$ cat src/iex_pkg.sv
// constants and types shared by the expander register access logic
package iex_pkg;

  // **********************************************************
  // bus addressing
  // **********************************************************
  localparam logic [4:0] ADDR_BASE = 5'h1D;
  localparam logic RW_READ = 1'h1;
  localparam logic SDA_ACK = 1'h0;

  // **********************************************************
  // widths and bit counting
  // **********************************************************
  localparam int IDX_W = 3;
  localparam int DATA_W = 8;
  localparam int FIFO_W = 11;
  localparam int FIFO_DEPTH = 8;
  localparam int PIN_SYNC_W = 18;
  localparam logic [2:0] BIT_FIRST = 3'h0;
  localparam logic [2:0] BIT_LAST = 3'h7;
  localparam logic [2:0] BIT_STEP = 3'h1;
  localparam logic [2:0] PAIR_TOGGLE = 3'h1;
  localparam int REG_CNT = 6;

  // **********************************************************
  // register indices and reset values
  // **********************************************************
  localparam logic [2:0] IDX_IN0 = 3'h0;
  localparam logic [2:0] IDX_IN1 = 3'h1;
  localparam logic [2:0] IDX_OUT0 = 3'h2;
  localparam logic [2:0] IDX_OUT1 = 3'h3;
  localparam logic [2:0] IDX_POL0 = 3'h4;
  localparam logic [2:0] IDX_POL1 = 3'h5;
  localparam logic [2:0] IDX_CFG0 = 3'h6;
  localparam logic [2:0] IDX_CFG1 = 3'h7;
  localparam logic [7:0] RST_OUT = 8'hFF;
  localparam logic [7:0] RST_POL = 8'h00;
  localparam logic [7:0] RST_CFG = 8'hFF;

  // **********************************************************
  // link states
  // **********************************************************
  typedef enum logic [3:0] {
    ST_IDLE = 4'h0,
    ST_ADDR = 4'h1,
    ST_CMD = 4'h2,
    ST_WDATA = 4'h3,
    ST_ACK = 4'h4,
    ST_RACK = 4'h5,
    ST_RDATA = 4'h6,
    ST_MACK = 4'h7,
    ST_IGNORE = 4'h8
  } iex_state_t;

endpackage

$ cat src/iex_stream_if.sv
// valid/ready byte stream carrier between the expander modules
`timescale 1ns/1ps
interface iex_stream_if #(parameter int W = 8) ();
  logic valid;
  logic ready;
  logic [W-1:0] data;
  modport tx (output valid, output data, input ready);
  modport rx (input valid, input data, output ready);
endinterface

$ cat src/iex_sync.sv
// three stage input synchroniser with agreement filter
`timescale 1ns/1ps
module iex_sync #(
  parameter int W = 1,
  parameter logic [W-1:0] RST_VAL = '0
) (
  // clock and reset
  input wire logic clock,
  input wire logic srst,
  // data
  input wire logic [W-1:0] din,
  output logic [W-1:0] dout
);

  logic [W-1:0] s1_ff, s2_ff, s3_ff, stable_ff;
  logic [W-1:0] nxt_stable;

  // a bit changes only once the second and third stages agree
  always_comb
  begin
    nxt_stable = (~(s2_ff ^ s3_ff) & s3_ff) | ((s2_ff ^ s3_ff) & stable_ff);
  end

  always_ff @(posedge clock)
  begin
    if (srst)
    begin
      s1_ff <= RST_VAL;
      s2_ff <= RST_VAL;
      s3_ff <= RST_VAL;
      stable_ff <= RST_VAL;
    end
    else
    begin
      s1_ff <= din;
      s2_ff <= s1_ff;
      s3_ff <= s2_ff;
      stable_ff <= nxt_stable;
    end
  end

  assign dout = stable_ff;

endmodule

$ cat src/iex_fifo.sv
// flip-flop fifo with valid/ready on both sides
`timescale 1ns/1ps
module iex_fifo #(
  parameter int WIDTH = 11,
  parameter int DEPTH = 8
) (
  // clock and reset
  input wire logic clock,
  input wire logic srst,
  // streams
  iex_stream_if.rx in_s,
  iex_stream_if.tx out_s
);

  localparam int AW = $clog2(DEPTH);
  localparam logic [AW:0] ONE = {{AW{1'h0}}, 1'h1};

  logic [WIDTH-1:0] mem_ff [0:DEPTH-1];
  logic [AW:0] wr_ptr_ff, rd_ptr_ff, nxt_wr_ptr, nxt_rd_ptr;
  logic empty, full, push, pop;

  always_comb
  begin
    empty = (wr_ptr_ff == rd_ptr_ff);
    full = (wr_ptr_ff[AW-1:0] == rd_ptr_ff[AW-1:0]) && (wr_ptr_ff[AW] != rd_ptr_ff[AW]);
    push = in_s.valid && !full;
    pop = !empty && out_s.ready;
    nxt_wr_ptr = push ? wr_ptr_ff + ONE : wr_ptr_ff;
    nxt_rd_ptr = pop ? rd_ptr_ff + ONE : rd_ptr_ff;
  end

  always_ff @(posedge clock)
  begin
    if (srst)
    begin
      wr_ptr_ff <= '0;
      rd_ptr_ff <= '0;
    end
    else
    begin
      wr_ptr_ff <= nxt_wr_ptr;
      rd_ptr_ff <= nxt_rd_ptr;
    end
  end

  // storage needs no reset, it is only read while not empty
  always_ff @(posedge clock)
  begin
    if (push)
    begin
      mem_ff[wr_ptr_ff[AW-1:0]] <= in_s.data;
    end
  end

  assign in_s.ready = !full;
  assign out_s.valid = !empty;
  assign out_s.data = mem_ff[rd_ptr_ff[AW-1:0]];

endmodule

$ cat src/iex_top.sv
// i2c slave transaction logic of the 16-bit expander with its register file
// Operation
// answer address 0x74 plus select pins
// final address bit one reads, zero writes
// first written byte sets register pointer
// reads keep pointer until new command
// write address, command, two data, stop
// master first writes the register address
// master repeats start, sends read address
// ack read request, then transmit on data
// master acks every byte but the last
// master nack ends transmission, bus released
// nack reads until a command arrives
// repeated start reads commanded register
// load byte at ack clock rising edge
// toggle to pair partner at same edge
// repeated start leaves pointer on partner
// read length unlimited, ended by nack
// stop anytime, last acked data valid
// repeated reads need no new command
// apply written bytes, step to partner
// stop releases bus, pointer kept
`timescale 1ns/1ps
module iex_top
  import iex_pkg::*;
(
  // clock and reset
  input wire logic clock,
  input wire logic srst,
  // i2c link, open drain data
  input wire logic scl_in,
  input wire logic sda_in,
  output logic sda_out,
  output logic sda_oe,
  // address select straps
  input wire logic addr_select_low_pin,
  input wire logic addr_select_high_pin,
  // port pins and register contents
  input wire logic [15:0] port_in,
  output logic [15:0] port_out_val,
  output logic [15:0] port_polarity,
  output logic [15:0] port_direction,
  // stall of register updates
  input wire logic apply_hold
);

  // **********************************************************
  // input synchronisers
  // **********************************************************
  logic [1:0] link_sync;
  logic [PIN_SYNC_W-1:0] pin_sync;
  logic scl_f, sda_f;
  logic [15:0] pins_f;
  logic sel_low, sel_high;

  iex_sync #(.W(2), .RST_VAL(2'h3)) u_link_sync (
    .clock(clock),
    .srst(srst),
    .din({scl_in, sda_in}),
    .dout(link_sync)
  );

  iex_sync #(.W(PIN_SYNC_W), .RST_VAL('0)) u_pin_sync (
    .clock(clock),
    .srst(srst),
    .din({addr_select_high_pin, addr_select_low_pin, port_in}),
    .dout(pin_sync)
  );

  assign scl_f = link_sync[1];
  assign sda_f = link_sync[0];
  assign pins_f = pin_sync[15:0];
  assign sel_low = pin_sync[16];
  assign sel_high = pin_sync[17];

  // **********************************************************
  // bus condition detection
  // **********************************************************
  logic scl_prev_ff, sda_prev_ff;
  logic scl_rise, scl_fall, start_cond, stop_cond;

  always_ff @(posedge clock)
  begin
    if (srst)
    begin
      scl_prev_ff <= 1'h1;
      sda_prev_ff <= 1'h1;
    end
    else
    begin
      scl_prev_ff <= scl_f;
      sda_prev_ff <= sda_f;
    end
  end

  always_comb
  begin
    scl_rise = scl_f && !scl_prev_ff;
    scl_fall = !scl_f && scl_prev_ff;
    start_cond = scl_f && scl_prev_ff && sda_prev_ff && !sda_f;
    stop_cond = scl_f && scl_prev_ff && !sda_prev_ff && sda_f;
  end

  // **********************************************************
  // write fifo toward the register file
  // **********************************************************
  iex_stream_if #(.W(FIFO_W)) fill_s ();
  iex_stream_if #(.W(FIFO_W)) drain_s ();

  iex_fifo #(.WIDTH(FIFO_W), .DEPTH(FIFO_DEPTH)) u_fifo (
    .clock(clock),
    .srst(srst),
    .in_s(fill_s),
    .out_s(drain_s)
  );

  // **********************************************************
  // register file
  // **********************************************************
  logic [7:0] regs_ff [0:REG_CNT-1];
  logic [7:0] nxt_regs [0:REG_CNT-1];
  logic [2:0] drain_idx;
  logic [2:0] drain_slot;

  assign drain_s.ready = !apply_hold;

  always_comb
  begin
    drain_idx = drain_s.data[FIFO_W-1:DATA_W];
    drain_slot = drain_idx - IDX_OUT0;
    for (int i = 0; i < REG_CNT; i++)
    begin
      nxt_regs[i] = regs_ff[i];
    end
    // writes to the input port registers have no effect
    if (drain_s.valid && drain_s.ready && (drain_idx >= IDX_OUT0))
    begin
      nxt_regs[drain_slot] = drain_s.data[DATA_W-1:0];
    end
  end

  always_ff @(posedge clock)
  begin
    if (srst)
    begin
      regs_ff[0] <= RST_OUT;
      regs_ff[1] <= RST_OUT;
      regs_ff[2] <= RST_POL;
      regs_ff[3] <= RST_POL;
      regs_ff[4] <= RST_CFG;
      regs_ff[5] <= RST_CFG;
    end
    else
    begin
      for (int i = 0; i < REG_CNT; i++)
      begin
        regs_ff[i] <= nxt_regs[i];
      end
    end
  end

  assign port_out_val = {regs_ff[1], regs_ff[0]};
  assign port_polarity = {regs_ff[3], regs_ff[2]};
  assign port_direction = {regs_ff[5], regs_ff[4]};

  // **********************************************************
  // link state machine
  // **********************************************************
  iex_state_t state_ff, nxt_state, ret_ff, nxt_ret;
  logic [2:0] bit_cnt_ff, nxt_bit_cnt;
  logic [7:0] shift_ff, nxt_shift;
  logic [7:0] tx_ff, nxt_tx;
  logic [2:0] ptr_ff, nxt_ptr;
  logic ptr_valid_ff, nxt_ptr_valid;
  logic byte_done_ff, nxt_byte_done;
  logic more_ff, nxt_more;
  logic sda_oe_ff, nxt_sda_oe;
  logic sda_out_ff;
  logic [7:0] cur_byte;
  logic [2:0] ptr_slot;
  logic addr_hit;

  always_comb
  begin
    ptr_slot = ptr_ff - IDX_OUT0;
    case (ptr_ff)
      IDX_IN0: cur_byte = pins_f[7:0];
      IDX_IN1: cur_byte = pins_f[15:8];
      default: cur_byte = regs_ff[ptr_slot];
    endcase
    addr_hit = (shift_ff[7:1] == {ADDR_BASE, sel_high, sel_low});
  end

  assign fill_s.valid = (state_ff == ST_WDATA) && scl_fall && byte_done_ff && !start_cond
    && !stop_cond;
  assign fill_s.data = {ptr_ff, shift_ff};

  always_comb
  begin
    nxt_state = state_ff;
    nxt_ret = ret_ff;
    nxt_bit_cnt = bit_cnt_ff;
    nxt_shift = shift_ff;
    nxt_tx = tx_ff;
    nxt_ptr = ptr_ff;
    nxt_ptr_valid = ptr_valid_ff;
    nxt_byte_done = byte_done_ff;
    nxt_more = more_ff;
    nxt_sda_oe = sda_oe_ff;
    if (start_cond)
    begin
      // pointer untouched, a fetched byte is simply dropped
      nxt_state = ST_ADDR;
      nxt_bit_cnt = BIT_FIRST;
      nxt_byte_done = 1'h0;
      nxt_sda_oe = 1'h0;
    end
    else if (stop_cond)
    begin
      nxt_state = ST_IDLE;
      nxt_byte_done = 1'h0;
      nxt_sda_oe = 1'h0;
    end
    else
    begin
      case (state_ff)
        ST_ADDR, ST_CMD, ST_WDATA:
        begin
          if (scl_rise)
          begin
            nxt_shift = {shift_ff[6:0], sda_f};
            nxt_bit_cnt = bit_cnt_ff + BIT_STEP;
            nxt_byte_done = (bit_cnt_ff == BIT_LAST);
          end
          else if (scl_fall && byte_done_ff)
          begin
            nxt_byte_done = 1'h0;
            nxt_state = ST_IGNORE;
            if (state_ff == ST_ADDR)
            begin
              if (addr_hit && (shift_ff[0] == RW_READ))
              begin
                if (ptr_valid_ff)
                begin
                  nxt_state = ST_RACK;
                  nxt_sda_oe = 1'h1;
                end
                // without a pointer the read is refused and ignored
              end
              else if (addr_hit)
              begin
                nxt_state = ST_ACK;
                nxt_ret = ST_CMD;
                nxt_sda_oe = 1'h1;
              end
            end
            else if (state_ff == ST_CMD)
            begin
              nxt_ptr = shift_ff[IDX_W-1:0];
              nxt_ptr_valid = 1'h1;
              nxt_state = ST_ACK;
              nxt_ret = ST_WDATA;
              nxt_sda_oe = 1'h1;
            end
            else if (fill_s.ready)
            begin
              nxt_ptr = ptr_ff ^ PAIR_TOGGLE;
              nxt_state = ST_ACK;
              nxt_ret = ST_WDATA;
              nxt_sda_oe = 1'h1;
            end
          end
        end
        ST_ACK:
        begin
          if (scl_fall)
          begin
            nxt_sda_oe = 1'h0;
            nxt_state = ret_ff;
            nxt_bit_cnt = BIT_FIRST;
          end
        end
        ST_RACK:
        begin
          if (scl_rise)
          begin
            nxt_tx = cur_byte;
            nxt_ptr = ptr_ff ^ PAIR_TOGGLE;
          end
          else if (scl_fall)
          begin
            nxt_state = ST_RDATA;
            nxt_bit_cnt = BIT_FIRST;
            nxt_sda_oe = !tx_ff[7];
          end
        end
        ST_RDATA:
        begin
          if (scl_fall)
          begin
            if (bit_cnt_ff == BIT_LAST)
            begin
              nxt_state = ST_MACK;
              nxt_sda_oe = 1'h0;
            end
            else
            begin
              nxt_tx = {tx_ff[6:0], 1'h0};
              nxt_bit_cnt = bit_cnt_ff + BIT_STEP;
              nxt_sda_oe = !tx_ff[6];
            end
          end
        end
        ST_MACK:
        begin
          if (scl_rise)
          begin
            nxt_more = (sda_f == SDA_ACK);
            if (sda_f == SDA_ACK)
            begin
              nxt_tx = cur_byte;
              nxt_ptr = ptr_ff ^ PAIR_TOGGLE;
            end
          end
          else if (scl_fall)
          begin
            nxt_bit_cnt = BIT_FIRST;
            if (more_ff)
            begin
              nxt_state = ST_RDATA;
              nxt_sda_oe = !tx_ff[7];
            end
            else
            begin
              nxt_state = ST_IGNORE;
            end
          end
        end
        ST_IDLE, ST_IGNORE:
        begin
          nxt_sda_oe = 1'h0;
        end
        default:
        begin
          nxt_state = ST_IDLE;
          nxt_sda_oe = 1'h0;
        end
      endcase
    end
  end

  always_ff @(posedge clock)
  begin
    if (srst)
    begin
      state_ff <= ST_IDLE;
      ret_ff <= ST_IDLE;
      bit_cnt_ff <= BIT_FIRST;
      shift_ff <= 8'h00;
      tx_ff <= 8'h00;
      ptr_ff <= IDX_IN0;
      ptr_valid_ff <= 1'h0;
      byte_done_ff <= 1'h0;
      more_ff <= 1'h0;
      sda_oe_ff <= 1'h0;
      sda_out_ff <= 1'h0;
    end
    else
    begin
      state_ff <= nxt_state;
      ret_ff <= nxt_ret;
      bit_cnt_ff <= nxt_bit_cnt;
      shift_ff <= nxt_shift;
      tx_ff <= nxt_tx;
      ptr_ff <= nxt_ptr;
      ptr_valid_ff <= nxt_ptr_valid;
      byte_done_ff <= nxt_byte_done;
      more_ff <= nxt_more;
      sda_oe_ff <= nxt_sda_oe;
      sda_out_ff <= 1'h0;
    end
  end

  assign sda_oe = sda_oe_ff;
  assign sda_out = sda_out_ff;

endmodule

$ cat config.mk
export PLATFORM = sky130hd
export DESIGN_NAME = iex_top
export DESIGN_NICKNAME = d
export VERILOG_FILES = /design/src/iex_pkg.sv /design/src/iex_stream_if.sv /design/src/iex_sync.sv /design/src/iex_fifo.sv /design/src/iex_top.sv
export SDC_FILE = /design/constraint.sdc
export NUM_CORES = 1
export LEC_CHECK = 0
export BUFFER_PORTS_ARGS = -buffer_cell sky130_fd_sc_hd__buf_2
export CORE_UTILIZATION = 42
export DETAILED_ROUTE_END_ITERATION = 16
export GPL_TIMING_DRIVEN = 0
export SYNTH_ARGS = -nofsm -noshare
export SYNTH_HDL_FRONTEND = slang
export SYNTH_SLANG_ARGS = --single-unit
export TNS_END_PERCENT = 10
$ cat constraint.sdc
create_clock -name clock -period 6.05 [get_ports clock]
set_input_delay 0.9075 -clock clock [delete_from_list [all_inputs] [get_ports clock]]
set_output_delay 0.9075 -clock clock [all_outputs]
set_load 0.1 [all_outputs]
==> key figures <==
Critical path
  • CP Launch Type: flop
  • Critical path data arrival time: around 3.2 ns
  • Crit-path max FO: 12
  • Crit-path slowest cell: nor2_1
  • Largest stage delay, worst path: 1.05 ns
  • Critical path type: reg -> reg
  • CP Cell Sequence: clkbuf_1 > nand3b_1 > nor4_2 > nand3_1 > nor2_1
  • CP Data Required Time: 6.20 ns
  • Critical Path End Type: flop

Pwr
  • Pwr Density: between 300 and 400 nW/um^2
  • Reg power frac: 0.482
  • Peak VDD IR: between 200 and 250 uV
  • Comb power frac: 0.028
  • P_int: about 3.0 mW
  • Switch share: 0.206
  • Clk pwr share: 0.490
  • Sw Pwr: roughly 0.8 mW
  • P_leak: approximately 4.6 nW

Global routing
  • Grt met2 use: 0.324
  • Vias in the first global route: 6588
  • Grt ovf: 0
  • Largest net degree at the start of global routing: 16
  • Gr usage total: 0.195
  • Met3 GRT Util: 0.0264
  • GR Util met1: 0.264
  • Top Usage Layer GRT: met2
  • Initial antenna violation count: 0
  • First-pass GRT wire length: approximately 37 mm

Clocking
  • Clock transition at path regs: 0.06 ns
  • CTS root buffer: clkbuf_16
  • CTS tree: yes
  • Bufs on Longest Clock Path: 3
  • Post-CTS Resized: 0
  • Num CTS Buffers: 28
  • Clock sink total: between 200 and 300
  • Later-pin clock latency in the skew report: ~0.56 ns
  • # hold bufs at CTS: 0
  • CTS H-tree lvls: 1
  • Post-CTS Setup Bufs: 0

STA
  • Slew margin rel.: 0.124
  • Final setup fails: 0
  • Setup TNS: 0 ns
  • Least-Margin Pin Slew: 1.31 ns
  • Fin. Hold Viols: 0
  • Final period util: 0.495
  • Final min period: ~3.0 ns
  • Min Hold Slack: ~0.42 ns
  • Final worst clock skew: ~0.028 ns
  • Setup ws final: 3.05 ns
  • Max Fclk: approximately 330 MHz
  • Unrepaired setup endpoints after global routing: no
  • Fin. max-slew vios: 0

Routing
  • WL final: between 20 and 25 mm
  • Drt pass-1 iters: 5
  • Initial DRC Count: ~470
  • Total number of vias: around 6800
  • DR DRC count: 0
  • Vias per cell: between 5 and 6
  • Wire length per cell: about 18 um
  • Antenna viol nets, final: 0

Yosys
  • Yosys reg bits: 261
  • Primary FF master, synth: dfxtp_1
  • Synthesized instance count: 860
  • Post-Syn Area: ~10000 um^2
  • Cell variety after synth: 66
  • Asr flop ratio synth: 0
  • Ys Warns: 0
  • Syn Area/Cell: about 12 um^2
  • Syn_nets: between 800 and 900
  • Register area share after synthesis: 0.592
  • EDFF count, synth: between 80 and 90

Worst hold path
  • Worst min path class: reg -> reg

Outcome
  • Status: finished, final reports clean

Floorplan
  • Die ar.: approximately 25000 um^2
  • Core Area: 23800 um^2
  • Starting Density: 0.434
  • # rows: 56
  • I/O pins: between 70 and 80
  • DIE WIDTH: roughly 160 um
  • Die Ht: approximately 160 um

Place
  • Final HPWL DP: approximately 17 mm
  • Port bufs: 71
  • Placer Congestion: 0.895
  • Post-Place Cells: approximately 1300
  • Setup WS pre-CTS: between 2 and 3 ns

Cells and area
  • FF/Latch Area: around 6000 um^2
  • Fin util: 0.513
  • Antenna cell count: 0
  • Footprint of the multi-input gates: between 3000 and 4000 um^2
  • Nets@finish: 995
  • Finished Layout Cells: 1308
  • Layout fillers: approximately 2100
  • Area delta synth->final: 18.2%
  • Ratio of cells with drive above 1 in the final layout: 0.214

Job
  • Number of max-cap violations: 0
==> cells by family (layout without fill, tap and decap cells) <==
kind of cell / after synthesis / count (layout) / share of synthesized area
flip-flops: 261 / 261 / 0.592
multiplexers: 106 / 106 / 0.144
adder cells (fa/ha/maj): 5 / 5 / 0.00607
AND/OR/NAND/NOR: 289 / 289 / 0.145
XOR/XNOR: 13 / 13 / 0.0110
AO/OA/AOI/OAI: 125 / 125 / 0.0734
other: 1 / 1 / 0.000364
buffers and inverters: 60 / 189 / 0.0277
==> cell usage in the layout, fill, tap and decap left out, types with 4 or more instances in the layout <==
cell         n
inv_1       10
nand3_1     10
mux2i_1     64
a211oi_1    10
a21oi_1     42
o21ai_0     43
ha_1         5
nand3b_1     5
clkbuf_1    29
clkinv_2     5
buf_2       86
buf_6        9
or3_1        4
dfxtp_1    173
nor3_1      12
or2_2        9
xnor2_1      5
bufinv_16    5
buf_1        4
nand2_1     45
mux4_2      28
clkbuf_16   30
nor2b_1     61
mux2_2      10
edfxtp_1    88
nor4bb_1     4
nor3_2       6
xor2_1       8
nand2b_1     8
nor2_1      99
a221oi_1     8
==> state kept, by name, indices dropped and copies added (netlist names), 4 cells and up, named ones only <==
register	count
u_pin_sync.s2_ff	18
u_pin_sync.s1_ff	18
state_ff	4
u_fifo.rd_ptr_ff	4
shift_ff	8
tx_ff	8
u_fifo.wr_ptr_ff	4
u_pin_sync.s3_ff	18
regs_ff	48
u_fifo.mem_ff	88
==> final timing paths <==
kind                                      startpoint              endpoint  slack, ns  depth (start not counted)
worst max-delay path                     scl_prev_ff   u_fifo.mem_ff[7][7]       3.05                          5
worst min-delay path            u_link_sync.s1_ff[0]  u_link_sync.s2_ff[0]       0.42                          1
worst max register to register           scl_prev_ff   u_fifo.mem_ff[7][7]       3.05                          5
worst min register to register  u_link_sync.s1_ff[0]  u_link_sync.s2_ff[0]       0.42                          1
==> Yosys cell counts (all sizes together), types with 4 or more instances <==
cell type  count  area, um^2
a221oi         8        70.1
inv           10        37.5
nor2b         61         382
nor4bb         4        40.0
mux2i         66         686
dfxtp        173        3460
mux2          10         113
o21ai         43         215
nor2         100         375
or2           11        71.3
nand2         46         175
nor3          18         100
or3            4        25.0
nand2b         8        50.1
nand3         10        50.1
xnor2          5        43.8
a211oi        11        87.6
clkbuf        25        93.8
mux4          30         683
nand3b         5        37.5
edfxtp        88        2640
ha             5        62.6
xor2           8        70.1
a21oi         42         210
buf           25         154
==> power groups by stage <==
stage               sequential [mW]  clock, mW  combinational (mW)
finish                         1.83       1.86               0.106
global route                   1.83       1.96               0.119
CTS                            1.83       1.90               0.107
detailed placement             1.87          0               0.106
global placement               1.87          0               0.106
floorplan                      1.87          0              0.0678
==> per-layer routing <==
metal,routed length (um),part of all wire
met2,11300,0.47
met1,10900,0.45
met4,601,0.025
met3,1200,0.050
met5,0,0
==> worst max-delay path: cells and delay by family, from the launching register on <==
kind,cells,cell delay [ns]
AND/OR/NAND/NOR,4,1.95
buffers and inverters,1,0.32
flip-flops,1,0.33
==> through the flow <==
step                instance area, um^2  power (mW)
global placement                  11100        1.97
detailed placement                11100        1.97
finish                            12200        3.79
CTS                               12200        3.84
global route                      12200        3.91
floorplan                         10300        1.94
==> layout make-up <==
| class | count | share of cell area |
|---|---|---|
| Clock inverter | 15 | 0.0186 |
| Tap cell | 319 | 0.0328 |
| Inverter | 10 | 0.00308 |
| Sequential cell | 261 | 0.501 |
| Timing Repair Buffer | 77 | 0.0341 |
| Buffer | 50 | 0.0203 |
| Clock buffer | 37 | 0.0662 |
| Multi-Input combinational cell | 539 | 0.324 |
(Power assumes the default switching activity.)
